## config.mk

```make
export PLATFORM = sky130hd
export DESIGN_NAME = adcc_top
export DESIGN_NICKNAME = d
export VERILOG_FILES = /design/src/hdl/adcc_pkg.sv /design/src/hdl/adcc_sar.sv /design/src/hdl/adcc_top.sv
export SDC_FILE = /design/constraint.sdc
export NUM_CORES = 1
export LEC_CHECK = 0
export BUFFER_PORTS_ARGS = -buffer_cell sky130_fd_sc_hd__buf_2
export CORE_UTILIZATION = 59
export CTS_BUF_LIST = sky130_fd_sc_hd__clkbuf_8
export DETAILED_ROUTE_END_ITERATION = 12
export PLACE_DENSITY = 0.88
export SKIP_CTS_REPAIR_TIMING = 1
export SLEW_MARGIN = 20
export SYNTH_ARGS = -nofsm -noshare
export SYNTH_HDL_FRONTEND = slang
export SYNTH_SLANG_ARGS = --single-unit
```

## constraint.sdc

```tcl
create_clock -name core_clk -period 6.4 [get_ports core_clk]
set_input_delay 0.32 -clock core_clk [delete_from_list [all_inputs] [get_ports core_clk]]
set_output_delay 0.32 -clock core_clk [all_outputs]
set_load 0.005 [all_outputs]
```

## src/hdl/adcc_pkg.sv

```systemverilog
// Shared constants and types for the converter control block.
// Assumes a 40 MHz core clock and a 32-bit APB register bus.
`default_nettype none

package adcc_pkg;
	localparam int CLK_NS = 25;
	localparam int TAD_NS = 200;
	localparam int TAD_CYC = (TAD_NS + CLK_NS - 1) / CLK_NS;
	localparam int CONV_TADS = 11;
	localparam int HOLD_TADS = 2;
	localparam int RES_W = 10;
	localparam logic [3:0] TAD_LAST = 4'(TAD_CYC - 1);
	localparam logic [3:0] CONV_LAST = 4'(CONV_TADS - 1);
	localparam logic [3:0] HOLD_LAST = 4'(HOLD_TADS - 1);

	localparam logic [7:0] CTRL_OFS = 8'h00;
	localparam logic [7:0] RESH_OFS = 8'h04;
	localparam logic [7:0] RESL_OFS = 8'h08;
	localparam logic [7:0] STAT_OFS = 8'h0C;
	localparam logic [7:0] CLR_OFS = 8'h10;
	localparam logic [7:0] IEN_OFS = 8'h14;

	localparam logic [2:0] IDX_CTRL = 3'h0;
	localparam logic [2:0] IDX_RESH = 3'h1;
	localparam logic [2:0] IDX_RESL = 3'h2;
	localparam logic [2:0] IDX_STAT = 3'h3;
	localparam logic [2:0] IDX_CLR = 3'h4;
	localparam logic [2:0] IDX_IEN = 3'h5;
	localparam logic [2:0] IDX_NONE = 3'h7;

	localparam int JUSTIFY_BIT = 7;
	localparam int REF_BIT = 6;
	localparam int CHAN_LSB = 2;
	localparam int GO_BIT = 1;
	localparam int EN_BIT = 0;
	localparam logic [7:0] CTRL_WMASK = 8'hCD;
	localparam logic [7:0] CTRL_RST = 8'h00;
	localparam logic [9:0] RES_RST = 10'h000;

	localparam int IRQ_DONE_BIT = 0;
	localparam int IRQ_ABORT_BIT = 1;
	localparam logic [1:0] IRQ_RST = 2'h0;

	typedef enum logic [1:0] {SAR_IDLE, SAR_CONV, SAR_HOLD} adcc_sar_state_type;
endpackage

`default_nettype wire

```

## src/hdl/adcc_sar.sv

```systemverilog
// Successive-approximation sequencer: one settle period, then one bit per period.
// Assumes start and abort are single-cycle pulses and comp is already synchronised.
`default_nettype none

module adcc_sar (
	input wire logic core_clk,
	input wire logic rst_n,
	input wire logic start,
	input wire logic abort,
	input wire logic comp,
	output logic idle,
	output logic done_q,
	output logic [9:0] code_q,
	output logic [9:0] result_q
);
	adcc_pkg::adcc_sar_state_type state_q, state_d;
	logic [3:0] tcnt_q, tcnt_d;
	logic [3:0] idx_q, idx_d;
	logic [3:0] bitpos;
	logic [9:0] code_d;
	logic [9:0] result_d;
	logic done_d;
	logic tad_end;

	assign idle = (state_q == adcc_pkg::SAR_IDLE);

	always_comb
	begin
		state_d = state_q;
		tcnt_d = tcnt_q;
		idx_d = idx_q;
		code_d = code_q;
		result_d = result_q;
		done_d = 1'b0;
		tad_end = (tcnt_q == adcc_pkg::TAD_LAST);
		bitpos = 4'(adcc_pkg::RES_W) - idx_q;
		case (state_q)
		adcc_pkg::SAR_IDLE:
		begin
			if (start)
			begin
				state_d = adcc_pkg::SAR_CONV;
				tcnt_d = 4'h0;
				idx_d = 4'h0;
				code_d = 10'h000;
			end
		end
		adcc_pkg::SAR_CONV:
		begin
			tcnt_d = tad_end ? 4'h0 : tcnt_q + 4'h1;
			if (abort)
			begin
				// Partial code is dropped; the caller keeps the old result.
				state_d = adcc_pkg::SAR_HOLD;
				tcnt_d = 4'h0;
				idx_d = 4'h0;
				code_d = 10'h000;
			end
			else if (tad_end)
			begin
				idx_d = idx_q + 4'h1;
				if (idx_q == 4'h0)
					code_d[adcc_pkg::RES_W - 1] = 1'b1;
				else
				begin
					code_d[bitpos] = comp;
					if (bitpos != 4'h0)
						code_d[bitpos - 4'h1] = 1'b1;
				end
				if (idx_q == adcc_pkg::CONV_LAST)
				begin
					state_d = adcc_pkg::SAR_IDLE;
					done_d = 1'b1;
					result_d = code_d;
				end
			end
		end
		adcc_pkg::SAR_HOLD:
		begin
			tcnt_d = tad_end ? 4'h0 : tcnt_q + 4'h1;
			if (tad_end)
			begin
				idx_d = idx_q + 4'h1;
				if (idx_q == adcc_pkg::HOLD_LAST)
					state_d = adcc_pkg::SAR_IDLE;
			end
		end
		default:
			state_d = adcc_pkg::SAR_IDLE;
		endcase
	end

	always_ff @(posedge core_clk)
	begin
		if (!rst_n)
		begin
			state_q <= adcc_pkg::SAR_IDLE;
			tcnt_q <= 4'h0;
			idx_q <= 4'h0;
			code_q <= adcc_pkg::RES_RST;
			result_q <= adcc_pkg::RES_RST;
			done_q <= 1'b0;
		end
		else
		begin
			state_q <= state_d;
			tcnt_q <= tcnt_d;
			idx_q <= idx_d;
			code_q <= code_d;
			result_q <= result_d;
			done_q <= done_d;
		end
	end
endmodule // adcc_sar

`default_nettype wire

```

## src/hdl/adcc_top.sv

```systemverilog
// Converter control: APB registers, start/abort control, result and interrupt logic.
// Assumes an external comparator and DAC/mux on the analog side; comp_in is asynchronous.
`default_nettype none

module adcc_top (
	input wire logic core_clk,
	input wire logic rst_n,
	input wire logic psel,
	input wire logic penable,
	input wire logic pwrite,
	input wire logic [7:0] paddr,
	input wire logic [31:0] pwdata,
	output logic [31:0] prdata_q,
	output logic pready_q,
	output logic pslverr_q,
	input wire logic comp_in,
	output logic reference_select_q,
	output logic [1:0] channel_select_q,
	output logic [3:0] channel_route_q,
	output logic converter_power_q,
	output logic sample_switch_q,
	output logic [9:0] dac_code_q,
	output logic irq_q
);
	logic [7:0] ctrl_q, ctrl_d;
	logic go_q, go_d;
	logic [9:0] res_q, res_d;
	logic [1:0] stat_q, stat_d;
	logic [1:0] ien_q, ien_d;
	logic [31:0] prdata_d;
	logic pready_d, pslverr_d;
	logic irq_d, sample_d;
	logic [3:0] route_d;
	logic comp_m_q, comp_s_q;
	logic [2:0] sel_idx;
	logic acc, wr, ctrl_wr;
	logic start, abort, abort_go;
	logic sar_idle, sar_done;
	logic [9:0] sar_result;
	logic [7:0] ctrl_rd;
	logic [1:0] ev_set;

	function automatic logic [2:0] reg_sel(input logic [7:0] a);
		case (a)
		adcc_pkg::CTRL_OFS: reg_sel = adcc_pkg::IDX_CTRL;
		adcc_pkg::RESH_OFS: reg_sel = adcc_pkg::IDX_RESH;
		adcc_pkg::RESL_OFS: reg_sel = adcc_pkg::IDX_RESL;
		adcc_pkg::STAT_OFS: reg_sel = adcc_pkg::IDX_STAT;
		adcc_pkg::CLR_OFS: reg_sel = adcc_pkg::IDX_CLR;
		adcc_pkg::IEN_OFS: reg_sel = adcc_pkg::IDX_IEN;
		default: reg_sel = adcc_pkg::IDX_NONE;
		endcase
	endfunction

	adcc_sar u_sar (
		.core_clk(core_clk),
		.rst_n(rst_n),
		.start(start),
		.abort(abort),
		.comp(comp_s_q),
		.idle(sar_idle),
		.done_q(sar_done),
		.code_q(dac_code_q),
		.result_q(sar_result)
	);

	// The comparator output is asynchronous to the core clock.
	always_ff @(posedge core_clk)
	begin
		if (!rst_n)
		begin
			comp_m_q <= 1'b0;
			comp_s_q <= 1'b0;
		end
		else
		begin
			comp_m_q <= comp_in;
			comp_s_q <= comp_m_q;
		end
	end

	always_comb
	begin
		sel_idx = reg_sel(paddr);
		acc = psel & penable & pready_q;
		wr = acc & pwrite;
		ctrl_wr = wr & (sel_idx == adcc_pkg::IDX_CTRL);
		// No acquisition timer here: software owns the settling wait.
		start = ctrl_wr & pwdata[adcc_pkg::GO_BIT] & pwdata[adcc_pkg::EN_BIT]
			& ctrl_q[adcc_pkg::EN_BIT] & ~go_q & sar_idle;
		abort = ctrl_wr & go_q & ~sar_done
			& ~(pwdata[adcc_pkg::GO_BIT] & pwdata[adcc_pkg::EN_BIT]);
		abort_go = abort & pwdata[adcc_pkg::EN_BIT];
		ctrl_rd = ctrl_q | ({7'h00, go_q} << adcc_pkg::GO_BIT);
	end

	always_comb
	begin
		ctrl_d = ctrl_q;
		go_d = go_q;
		if (ctrl_wr)
		begin
			ctrl_d = pwdata[7:0] & adcc_pkg::CTRL_WMASK;
			go_d = go_q ? ~abort : start;
		end
		if (sar_done)
			go_d = 1'b0;
	end

	always_comb
	begin
		res_d = res_q;
		if (sar_done)
			res_d = sar_result;
		ev_set = 2'h0;
		ev_set[adcc_pkg::IRQ_DONE_BIT] = sar_done;
		ev_set[adcc_pkg::IRQ_ABORT_BIT] = abort;
		stat_d = stat_q;
		if (wr && sel_idx == adcc_pkg::IDX_CLR)
			stat_d = stat_q & ~pwdata[1:0];
		// A new event in the clearing cycle survives the clear.
		stat_d = stat_d | ev_set;
		ien_d = ien_q;
		if (wr && sel_idx == adcc_pkg::IDX_IEN)
			ien_d = pwdata[1:0];
		irq_d = |(stat_d & ien_d);
	end

	always_comb
	begin
		pready_d = psel & penable & ~pready_q;
		pslverr_d = pready_d & (sel_idx == adcc_pkg::IDX_NONE);
		prdata_d = 32'h0000_0000;
		if (pready_d && !pwrite)
		begin
			case (sel_idx)
			adcc_pkg::IDX_CTRL: prdata_d = 32'(ctrl_rd);
			adcc_pkg::IDX_RESH:
				prdata_d = ctrl_q[adcc_pkg::JUSTIFY_BIT] ? 32'(res_q[9:8])
					: 32'(res_q[9:2]);
			adcc_pkg::IDX_RESL:
				prdata_d = ctrl_q[adcc_pkg::JUSTIFY_BIT] ? 32'(res_q[7:0])
					: 32'({res_q[1:0], 6'h00});
			adcc_pkg::IDX_STAT: prdata_d = 32'(stat_q);
			adcc_pkg::IDX_IEN: prdata_d = 32'(ien_q);
			default: prdata_d = 32'h0000_0000;
			endcase
		end
	end

	// The switch closes only while powered and idle, which also restarts acquisition.
	always_comb
	begin
		sample_d = ctrl_q[adcc_pkg::EN_BIT] & sar_idle & ~go_q & ~start;
	end

	genvar gi;
	generate
		for (gi = 0; gi < 4; gi++)
		begin : g_route
			always_comb
			begin
				route_d[gi] = ctrl_d[adcc_pkg::EN_BIT]
					& (ctrl_d[adcc_pkg::CHAN_LSB +: 2] == 2'(gi));
			end
		end
	endgenerate

	always_ff @(posedge core_clk)
	begin
		if (!rst_n)
		begin
			ctrl_q <= adcc_pkg::CTRL_RST;
			go_q <= 1'b0;
			res_q <= adcc_pkg::RES_RST;
			stat_q <= adcc_pkg::IRQ_RST;
			ien_q <= adcc_pkg::IRQ_RST;
			prdata_q <= 32'h0000_0000;
			pready_q <= 1'b0;
			pslverr_q <= 1'b0;
			irq_q <= 1'b0;
			sample_switch_q <= 1'b0;
			channel_route_q <= 4'h0;
		end
		else
		begin
			ctrl_q <= ctrl_d;
			go_q <= go_d;
			res_q <= res_d;
			stat_q <= stat_d;
			ien_q <= ien_d;
			prdata_q <= prdata_d;
			pready_q <= pready_d;
			pslverr_q <= pslverr_d;
			irq_q <= irq_d;
			sample_switch_q <= sample_d;
			channel_route_q <= route_d;
		end
	end

	assign reference_select_q = ctrl_q[adcc_pkg::REF_BIT];
	assign channel_select_q = ctrl_q[adcc_pkg::CHAN_LSB +: 2];
	assign converter_power_q = ctrl_q[adcc_pkg::EN_BIT];

	localparam int CONV_DLY = adcc_pkg::TAD_CYC * adcc_pkg::CONV_TADS + 1;
	localparam int REACQ_GAP = adcc_pkg::TAD_CYC * adcc_pkg::HOLD_TADS - 6;
	localparam logic [7:0] BUSY_LEN = 8'(adcc_pkg::TAD_CYC * adcc_pkg::CONV_TADS);

	// Assertion helper: cycles that busy has read 1; it rests at zero while idle.
	logic [7:0] busy_len_q, busy_len_d;

	always_comb
	begin
		busy_len_d = go_q ? busy_len_q + 8'h01 : 8'h00;
	end

	always_ff @(posedge core_clk)
	begin
		if (!rst_n)
			busy_len_q <= 8'h00;
		else
			busy_len_q <= busy_len_d;
	end
endmodule // adcc_top

`default_nettype wire

```

==> results.toml, run 1 <==
[setup_path]
critical_path.max_fanout = 14
crit_path_cell_trace = "ha_1, and2_1, o31ai_1, xnor2_1, nand3b_1, o21ai_0, a22o_1"
path_class = "reg -> reg"
max_stage_delay_ps = 640
cp-start-kind = "flip-flop"
arrival_ps = 3230
critPathRequiredTime_ps = 6680
r2r_cells = 7
end_kind = "flip-flop"
slowest_stage = "xnor2_1"

[sta]
clock.fmax_ghz = 0.339
hold_violations = 0
timing.final.crit_share_pct = 46.1
drv_slew = 0
fin_skew_ps = 7.06
worst_pin_slew_ps = 839
rsz0062_at_grt = "no"
final.setup.tns_ps = 0
slew_headroom_pct = 43.9
min_period_ps = 2950
setup-violations-final = 0

[drt]
drt_wl_total_mm = 8.55
post_drt_via_cell_ratio = 5.96
ant_nets = 0
drt_iter0_drc = 191
top_layer_used = "met4"
vias = 3356
drt_pass1_iterations = 6
met2_length_mm = 4.05
wl_met1_mm = 3.67
wl_per_cell_um = 15.2
drc = 0
dr_wl_met3_um = 525

[global_route]
track_usage_pct = 27.5
grt-ovfl-total = 0
grt_start_max_net_pins = 29
grt_pass1_wl_mm = 13.9
antenna_found_initial = 0
grt_pass1_vias = 3034

[pwr]
total_power_uw = 867
p_per_area_nw_per_um2 = 211
p_leak_nw = 1.67
ir_drop_v = 0.000154

[place]
portBuffers = 49
place_congestion = 0.943
dp_hpwl_mm = 5.98

[clock_tree]
htreeDepth = 3
clkSinkCount = 69
worstSkewPairLatency_ps = 340
clockBufferDepth = 2
clk_pin_slew_ps = 70
cts_root_buffer = "clkbuf_8"
cts_tree = "yes"
cts_buffers = 9

[final_layout]
final_common_cell = "dfxtp_1"
nets = 542
drive_gt1_share_pct = 16.8
antenna_cells = 0
layout_common_cells = "dfxtp_1, buf_2, nor2_1"
area_growth_pct = 10.6

[yosys]
synthTopCellsByArea = "dfxtp_1, mux2i_1, buf_4"
synth_warnings = 0
ys_seq_area_share_pct = 37.2
synth_top_area_share_pct = 37.2
ys_seq_elements = 69
synthFlopType = "dfxtp_1"
synth_edf_count = 0
synthArstFlopShare_pct = 0
postSynthCellCount = 444
synth_top_area_cell = "dfxtp_1"
syn-cell-area_um2 = 3710
synthDistinctLibCells = 61
syn_area_per_cell_um2 = 8.36

[flow_run]
maxCapViolations = 0

[floorplan]
std_cell_rows = 28
die_area_um2 = 6610
initial_core_util_pct = 61.9
die_h_um = 81.3
die_w_um = 81.3
core_area_um2 = 5990
io_pins = 100

[worst_hold_path]
holdCritPathClass = "in -> reg"
holdPathStages = 2

[status]
status = "finished, final reports clean"
[cell families (layout without fill, tap and decap cells)]
| logic type | Yosys count | after routing | share of synthesized area [%] |
|---|---|---|---|
| fa+ha+maj | 13 | 13 | 4.38 |
| flops | 69 | 69 | 37.2 |
| buf+inv | 63 | 84 | 9.14 |
| compound gates | 107 | 107 | 19.6 |
| simple gates | 164 | 164 | 22.3 |
| xor+xnor | 3 | 3 | 0.708 |
| mux | 24 | 24 | 6.54 |
| other cells | 1 | 24 | 0.101 |
[state kept, by name, indices dropped and copies added, names as in the netlist, 4 cells and up]
name and count:
res_q 10, u_sar.code_q 10, u_sar.result_q 10, prdata_q 8, ctrl_q 5, channel_route_q 4
u_sar.idx_q 4, u_sar.tcnt_q 4
[critical path, delay by kind of cell, from the launching register on]
family	cells	cell delay, ps
AOI/OAI and AO/OA	3	720
DFF	1	550
and+or+nand+nor	2	440
adders and majority gates	1	540
xor gates and xnor gates	1	640
[final cells by class]
cell class,instances,area (um^2)
Multi-Input combinational cell,335,2080
Fill cell,471,1890
Sequential cell,69,1380
Timing Repair Buffer,50,253
Clock buffer,11,151
Tap cell,75,93.8
Clock inverter,5,81.3
Inverter,18,67.6
[power breakdown]
group          internal, mW  switching (mW)
combinational       0.00698          0.0187
sequential            0.430        0.000925
clock                 0.241           0.169
[synth_stat cells (3+ instances only)]
master and count:
ha_1 13, or3_1 4, nor2_1 48, dfxtp_1 69
mux2i_1 22, a21oi_1 29, clkbuf_1 12, a311oi_1 3
nor3_1 9, o21ai_0 18, xnor2_1 3, a32o_1 3
inv_1 17, and3b_1 3, a31oi_1 8, and2_1 7
nand3_1 14, o21ba_2 3, nand2_1 43, nand3b_1 4
a22o_1 6, nor2b_1 3, nor3b_1 3, and3_1 4
or2_2 4, buf_1 3, o2bb2ai_1 5, buf_2 4
o22ai_1 3, nand4_1 5, a22oi_1 6, nand2b_1 3
buf_4 26
[stage by stage]
step | cell area [um^2] | util (%) | setup slack (ps) | std cells | hold slack [ps]
6_report | 4100 | 68.5 | 3450 | 563 | 184
5_1_grt | 4100 | 68.5 | 3180 | 563 | 175
2_1_floorplan | 3800 | - | 3960 | 467 | 412
3_5_place_dp | 3870 | 64.6 | 3550 | 547 | 432
4_1_cts | 4100 | 68.5 | 3500 | 563 | 177
3_3_place_gp | 3870 | 64.6 | 3610 | 547 | 413
[path summary, 6_finish.rpt]
path                            slack [ps]            from               to
worst min register to register         450        comp_m_q         comp_s_q
worst max register to register        3450  u_sar.idx_q[0]  u_sar.code_q[1]
worst min-delay path                   180         comp_in         comp_m_q
worst max-delay path                  3450  u_sar.idx_q[0]  u_sar.code_q[1]
[per-layer routing]
layer,vias to the layer above,global-route usage [%]
met1,1550,33.2
met3,34,5.06
met2,162,44.6
met4,0,17.7
li1,1610,-
met5,-,0
Note: power is estimated with default switching activity, not from simulation.
==> run 2, diff against run 1 <==
ABC_AREA = 1   (was default)
CORE_UTILIZATION = 55   (was 59)
PLACE_DENSITY = 0.82   (was 0.88)
clock period = 3.06 ns   (was 6.4 ns; I/O delays follow)
==> results.toml, run 2 <==
[drt]
post_drt_via_cell_ratio = 5.14
drc = 0
drt_iter0_drc = 219
ant_nets = 0
drt_pass1_iterations = 5
wl_per_cell_um = 12.6
vias = 3721
drt_wl_total_mm = 9.10

[yosys]
syn-cell-area_um2 = 3900
synthSimpleGateAreaFrac_pct = 35.7
synth_top_area_cell = "dfxtp_1"
synthArstFlopShare_pct = 0
synth_compound_area_share_pct = 11.2
synthTopCellsByCount = "nand2_1, dfxtp_1, inv_1, nand3_1, nor2_1"
synth.most_common_cell = "nand2_1"
syn_area_per_cell_um2 = 6.81
synthTopCellsByArea = "dfxtp_1, nand2_1, nand3_1"
postSynthCellCount = 573
synth_top_area_share_pct = 35.4
synth_fa_ha_area_share_pct = 4.17
synth_warnings = 0
ys_seq_elements = 69
synth_xor_area_share_pct = 0
ys_seq_area_share_pct = 35.4
synth_edf_count = 0
synth_top_family_by_area = "simple AND/OR/NAND/NOR gates"
synthDistinctLibCells = 35
synthMuxAreaShare_pct = 0
synthFlopType = "dfxtp_1"

[clock_tree]
clockBufferDepth = 2
clkSinkCount = 69
clk_pin_slew_ps = 80
cts_tree = "yes"
cts_buffers = 9
htreeDepth = 3
cts_root_buffer = "clkbuf_8"
worstSkewPairLatency_ps = 350

[final_layout]
top_regs = "res_q: 10 flops, u_sar.code_q: 10 flops, u_sar.result_q: 10 flops"
final_common_cell = "nand2_1"
n_fill_cell = 652
drive_gt1_share_pct = 15.9
design_area_um2 = 4320
nets = 682
area_growth_pct = 10.8
layout_common_cells = "nand2_1, dfxtp_1, inv_1"
antenna_cells = 0

[global_route]
track_usage_pct = 25.8
grt-ovfl-total = 0
antenna_found_initial = 0
grt_start_max_net_pins = 33
grt_pass1_vias = 3429
grt_pass1_wl_mm = 15.2

[place]
placed_cell_area_um2 = 4110
dp_hpwl_mm = 6.70
place_congestion = 0.946
portBuffers = 49

[pwr]
p_per_area_nw_per_um2 = 394
p_leak_nw = 1.99
ir_drop_v = 0.000240
total_power_mw = 1.70

[worst_hold_path]
holdCritPathClass = "in -> reg"

[flow_run]
maxCapViolations = 0

[sta]
fin_skew_ps = 5.59
hold_violations = 0
final.setup.tns_ps = 0
drv_slew = 0
slew_headroom_pct = 60.0
min_period_ps = 2110
timing.final.crit_share_pct = 68.8
hold_ws_ps = 98.4
setup-violations-final = 0
rsz0062_at_grt = "no"
clock.fmax_ghz = 0.475
worst_pin_slew_ps = 596

[setup_path]
arrival_ps = 2340
critPathRequiredTime_ps = 3290
path_class = "reg -> reg"
cp-start-kind = "flip-flop"
end_kind = "flip-flop"
critical_path.max_fanout = 8

[status]
status = "finished, final reports clean"

[floorplan]
io_pins = 100
core_area_um2 = 6830
die_h_um = 86.2
die_area_um2 = 7430
std_cell_rows = 30
die_w_um = 86.2
initial_core_util_pct = 57.1
[run 2: worst paths after layout]
check	startpoint	endpoint	slack, ps	cells past startpoint
setup / recovery	u_sar.idx_q[0]	u_sar.result_q[1]	950	12
hold / removal	pwdata[6]	ctrl_q[6]	100	3
setup reg to reg	u_sar.idx_q[0]	u_sar.result_q[1]	950	12
hold reg to reg	comp_m_q	comp_s_q	420	2
[run 2: logic make-up (layout without fill, tap and decap cells)]
group,count (synthesis),count (layout)
other cells,1,24
buf+inv,107,139
simple gates,300,300
fa+ha+maj,13,13
compound gates,83,83
flops,69,69
[run 2: metal layers]
layer	vias up	global-route usage, %	routed length (um)
met3	27	5.62	559
met1	1662	30.2	3810
met5	-	0	0
met4	0	10.6	262
li1	1895	-	-
met2	137	45.6	4470
[run 2: area by class of cell]
cell class	instances	area, um^2	area share [%]
Sequential cell	69	1380	32.0
Clock buffer	9	124	2.87
Clock inverter	7	75.1	1.74
Inverter	72	275	6.37
Multi-Input combinational cell	420	2080	48.2
Tap cell	96	120	2.78
Timing Repair Buffer	51	263	6.08
[run 2: power breakdown]
part           switching, mW  total [mW]  internal, mW
Clock                  0.369       0.747         0.378
Sequential           0.00155       0.901         0.899
Combinational         0.0395      0.0568        0.0173
Total                  0.410        1.70          1.29
[run 2: metrics by stage]
step	setup slack, ps	instances	utilization (%)
after floorplan	1350	596	-
after global placement	1030	707	60.2
after detailed placement	961	707	60.2
after CTS	939	723	63.1
after global routing	751	724	63.3
final	953	724	63.3
[run 2: critical path, cell delays in order (launching register included)]
cell and delay [ps]:
dfxtp_1 480, inv_1 180, ha_1 300, nand2_1 260, inv_2 140, nor2_1 190, nand2_1 80, nand2_1 50
nand2_1 40, inv_1 40, nand2_1 70, nand2_1 80, o21ai_0 70
==> run 3, diff against run 2 <==
CORE_UTILIZATION = 50   (was 55)
PLACE_DENSITY = 0.79   (was 0.82)
clock period = 1.7 ns   (was 3.06 ns; I/O delays follow)
==> results.toml, run 3 (synthesis results as in run 2) <==
[status]
status = "finished, violations left"
violations = "setup timing"

[clock_tree]
clkSinkCount = 69
worstSkewPairLatency_ps = 350
cts_tree = "yes"
cts_root_buffer = "clkbuf_8"
clockBufferDepth = 2
clk_pin_slew_ps = 80
htreeDepth = 3
cts_buffers = 9

[floorplan]
io_pins = 100
die_w_um = 90.3
initial_core_util_pct = 52.7
die_h_um = 90.3
die_area_um2 = 8160
std_cell_rows = 31
core_area_um2 = 7410

[sta]
final.setup.tns_ps = -91.9
timing.final.crit_share_pct = 102
hold_ws_ps = 15.7
min_period_ps = 1730
hold_violations = 0
clock.fmax_ghz = 0.578
rsz0062_at_grt = "yes"
drv_slew = 0
setup-violations-final = 7
fin_skew_ps = 7.53
worst_slack_ps = -30.4

[final_layout]
antenna_cells = 0
top_regs = "res_q: 10 flops, u_sar.code_q: 10 flops, u_sar.result_q: 10 flops"
area_growth_pct = 27.7
seqCellArea_um2 = 1390
drive_gt1_share_pct = 32.5
multiInputGateArea_um2 = 2380
final_util_pct = 67.3
n_fill_cell = 649
design_area_um2 = 4980
nets = 727
stdcell_count = 772
layout_common_cells = "nand2_1, dfxtp_1, inv_1"
final_common_cell = "nand2_1"

[global_route]
grt_pass1_vias = 3618
track_usage_pct = 24.3
grt_start_max_net_pins = 32
grt-ovfl-total = 0
grt_pass1_wl_mm = 16.1
antenna_found_initial = 0

[drt]
post_drt_via_cell_ratio = 5.24
drt_wl_total_mm = 10.3
vias = 4044
drt_iter0_drc = 228
drc = 0
wl_per_cell_um = 13.3
ant_nets = 0
drt_pass1_iterations = 5

[pwr]
p_sw_uw = 738
ir_drop_v = 0.000350
total_power_mw = 3.07
p_leak_nw = 2.26
p_per_area_nw_per_um2 = 616
swShare_pct = 24.1
internal_power_mw = 2.33
comb_power_share_pct = 3.5
p_seq_share_pct = 52.7
power_frac_clock_pct = 43.8

[worst_hold_path]
worstHoldStart = "pwdata[6]"
holdCritPathClass = "in -> reg"

[place]
portBuffers = 49
placed_cell_area_um2 = 4400
pre_cts_slack_ps = -93.7
place_congestion = 0.948
dp_hpwl_mm = 7.14
dp_cells = 747

[flow_run]
maxCapViolations = 0

[setup_path]
r2r-start = "u_sar.idx_q[1]"
cp-start-kind = "flip-flop"
critPathRequiredTime_ps = 1990
cp-startpoint = "u_sar.idx_q[1]"
critical_path.max_fanout = 6
path_class = "reg -> reg"
arrival_ps = 2020
end_kind = "flip-flop"
==> run 3: layout make-up <==
| type | count | area share [%] |
|---|---|---|
| flip-flops and latches | 69 | 27.9 |
| inverters | 72 | 5.80 |
| clock buffers | 9 | 2.49 |
| repair inverters | 1 | 0.151 |
| repair buffers | 94 | 11.9 |
| multi-input cells | 421 | 47.8 |
| well taps | 99 | 2.49 |
| clock inverters | 7 | 1.48 |
==> run 3: layer usage <==
layer | routed length [um] | share of wire, % | track usage [%]
met5 | 0 | 0 | 0
met4 | 201 | 2.0 | 9.27
met3 | 677 | 6.6 | 5.39
met2 | 5160 | 50 | 41.5
met1 | 4260 | 41 | 29.8
==> run 3: final timing paths <==
| kind | end | slack [ps] | cells past startpoint |
|---|---|---|---|
| setup / recovery | u_sar.code_q[6] | -30 | 12 |
| hold / removal | ctrl_q[6] | 20 | 3 |
| setup reg to reg | u_sar.code_q[6] | -30 | 12 |
| hold reg to reg | comp_s_q | 430 | 2 |
==> run 3: worst max-delay path: stages, from the launching register on <==
cell,delay (ps)
dfxtp_4,410
inv_4,50
ha_4,270
inv_4,40
nor2_4,120
nand2_2,70
nand2_2,80
nand2_4,70
nor2_4,180
nand2_2,80
nand2_2,100
nand3_2,70
a21oi_2,130
==> run 3: power by group through the flow <==
stage,Sequential [mW],Clock (mW),Combinational (mW)
final,1.62,1.34,0.108
after global routing,1.62,1.45,0.121
after CTS,1.62,1.37,0.103
after detailed placement,1.66,0,0.103
after global placement,1.66,0,0.101
after floorplan,1.66,0,0.0997
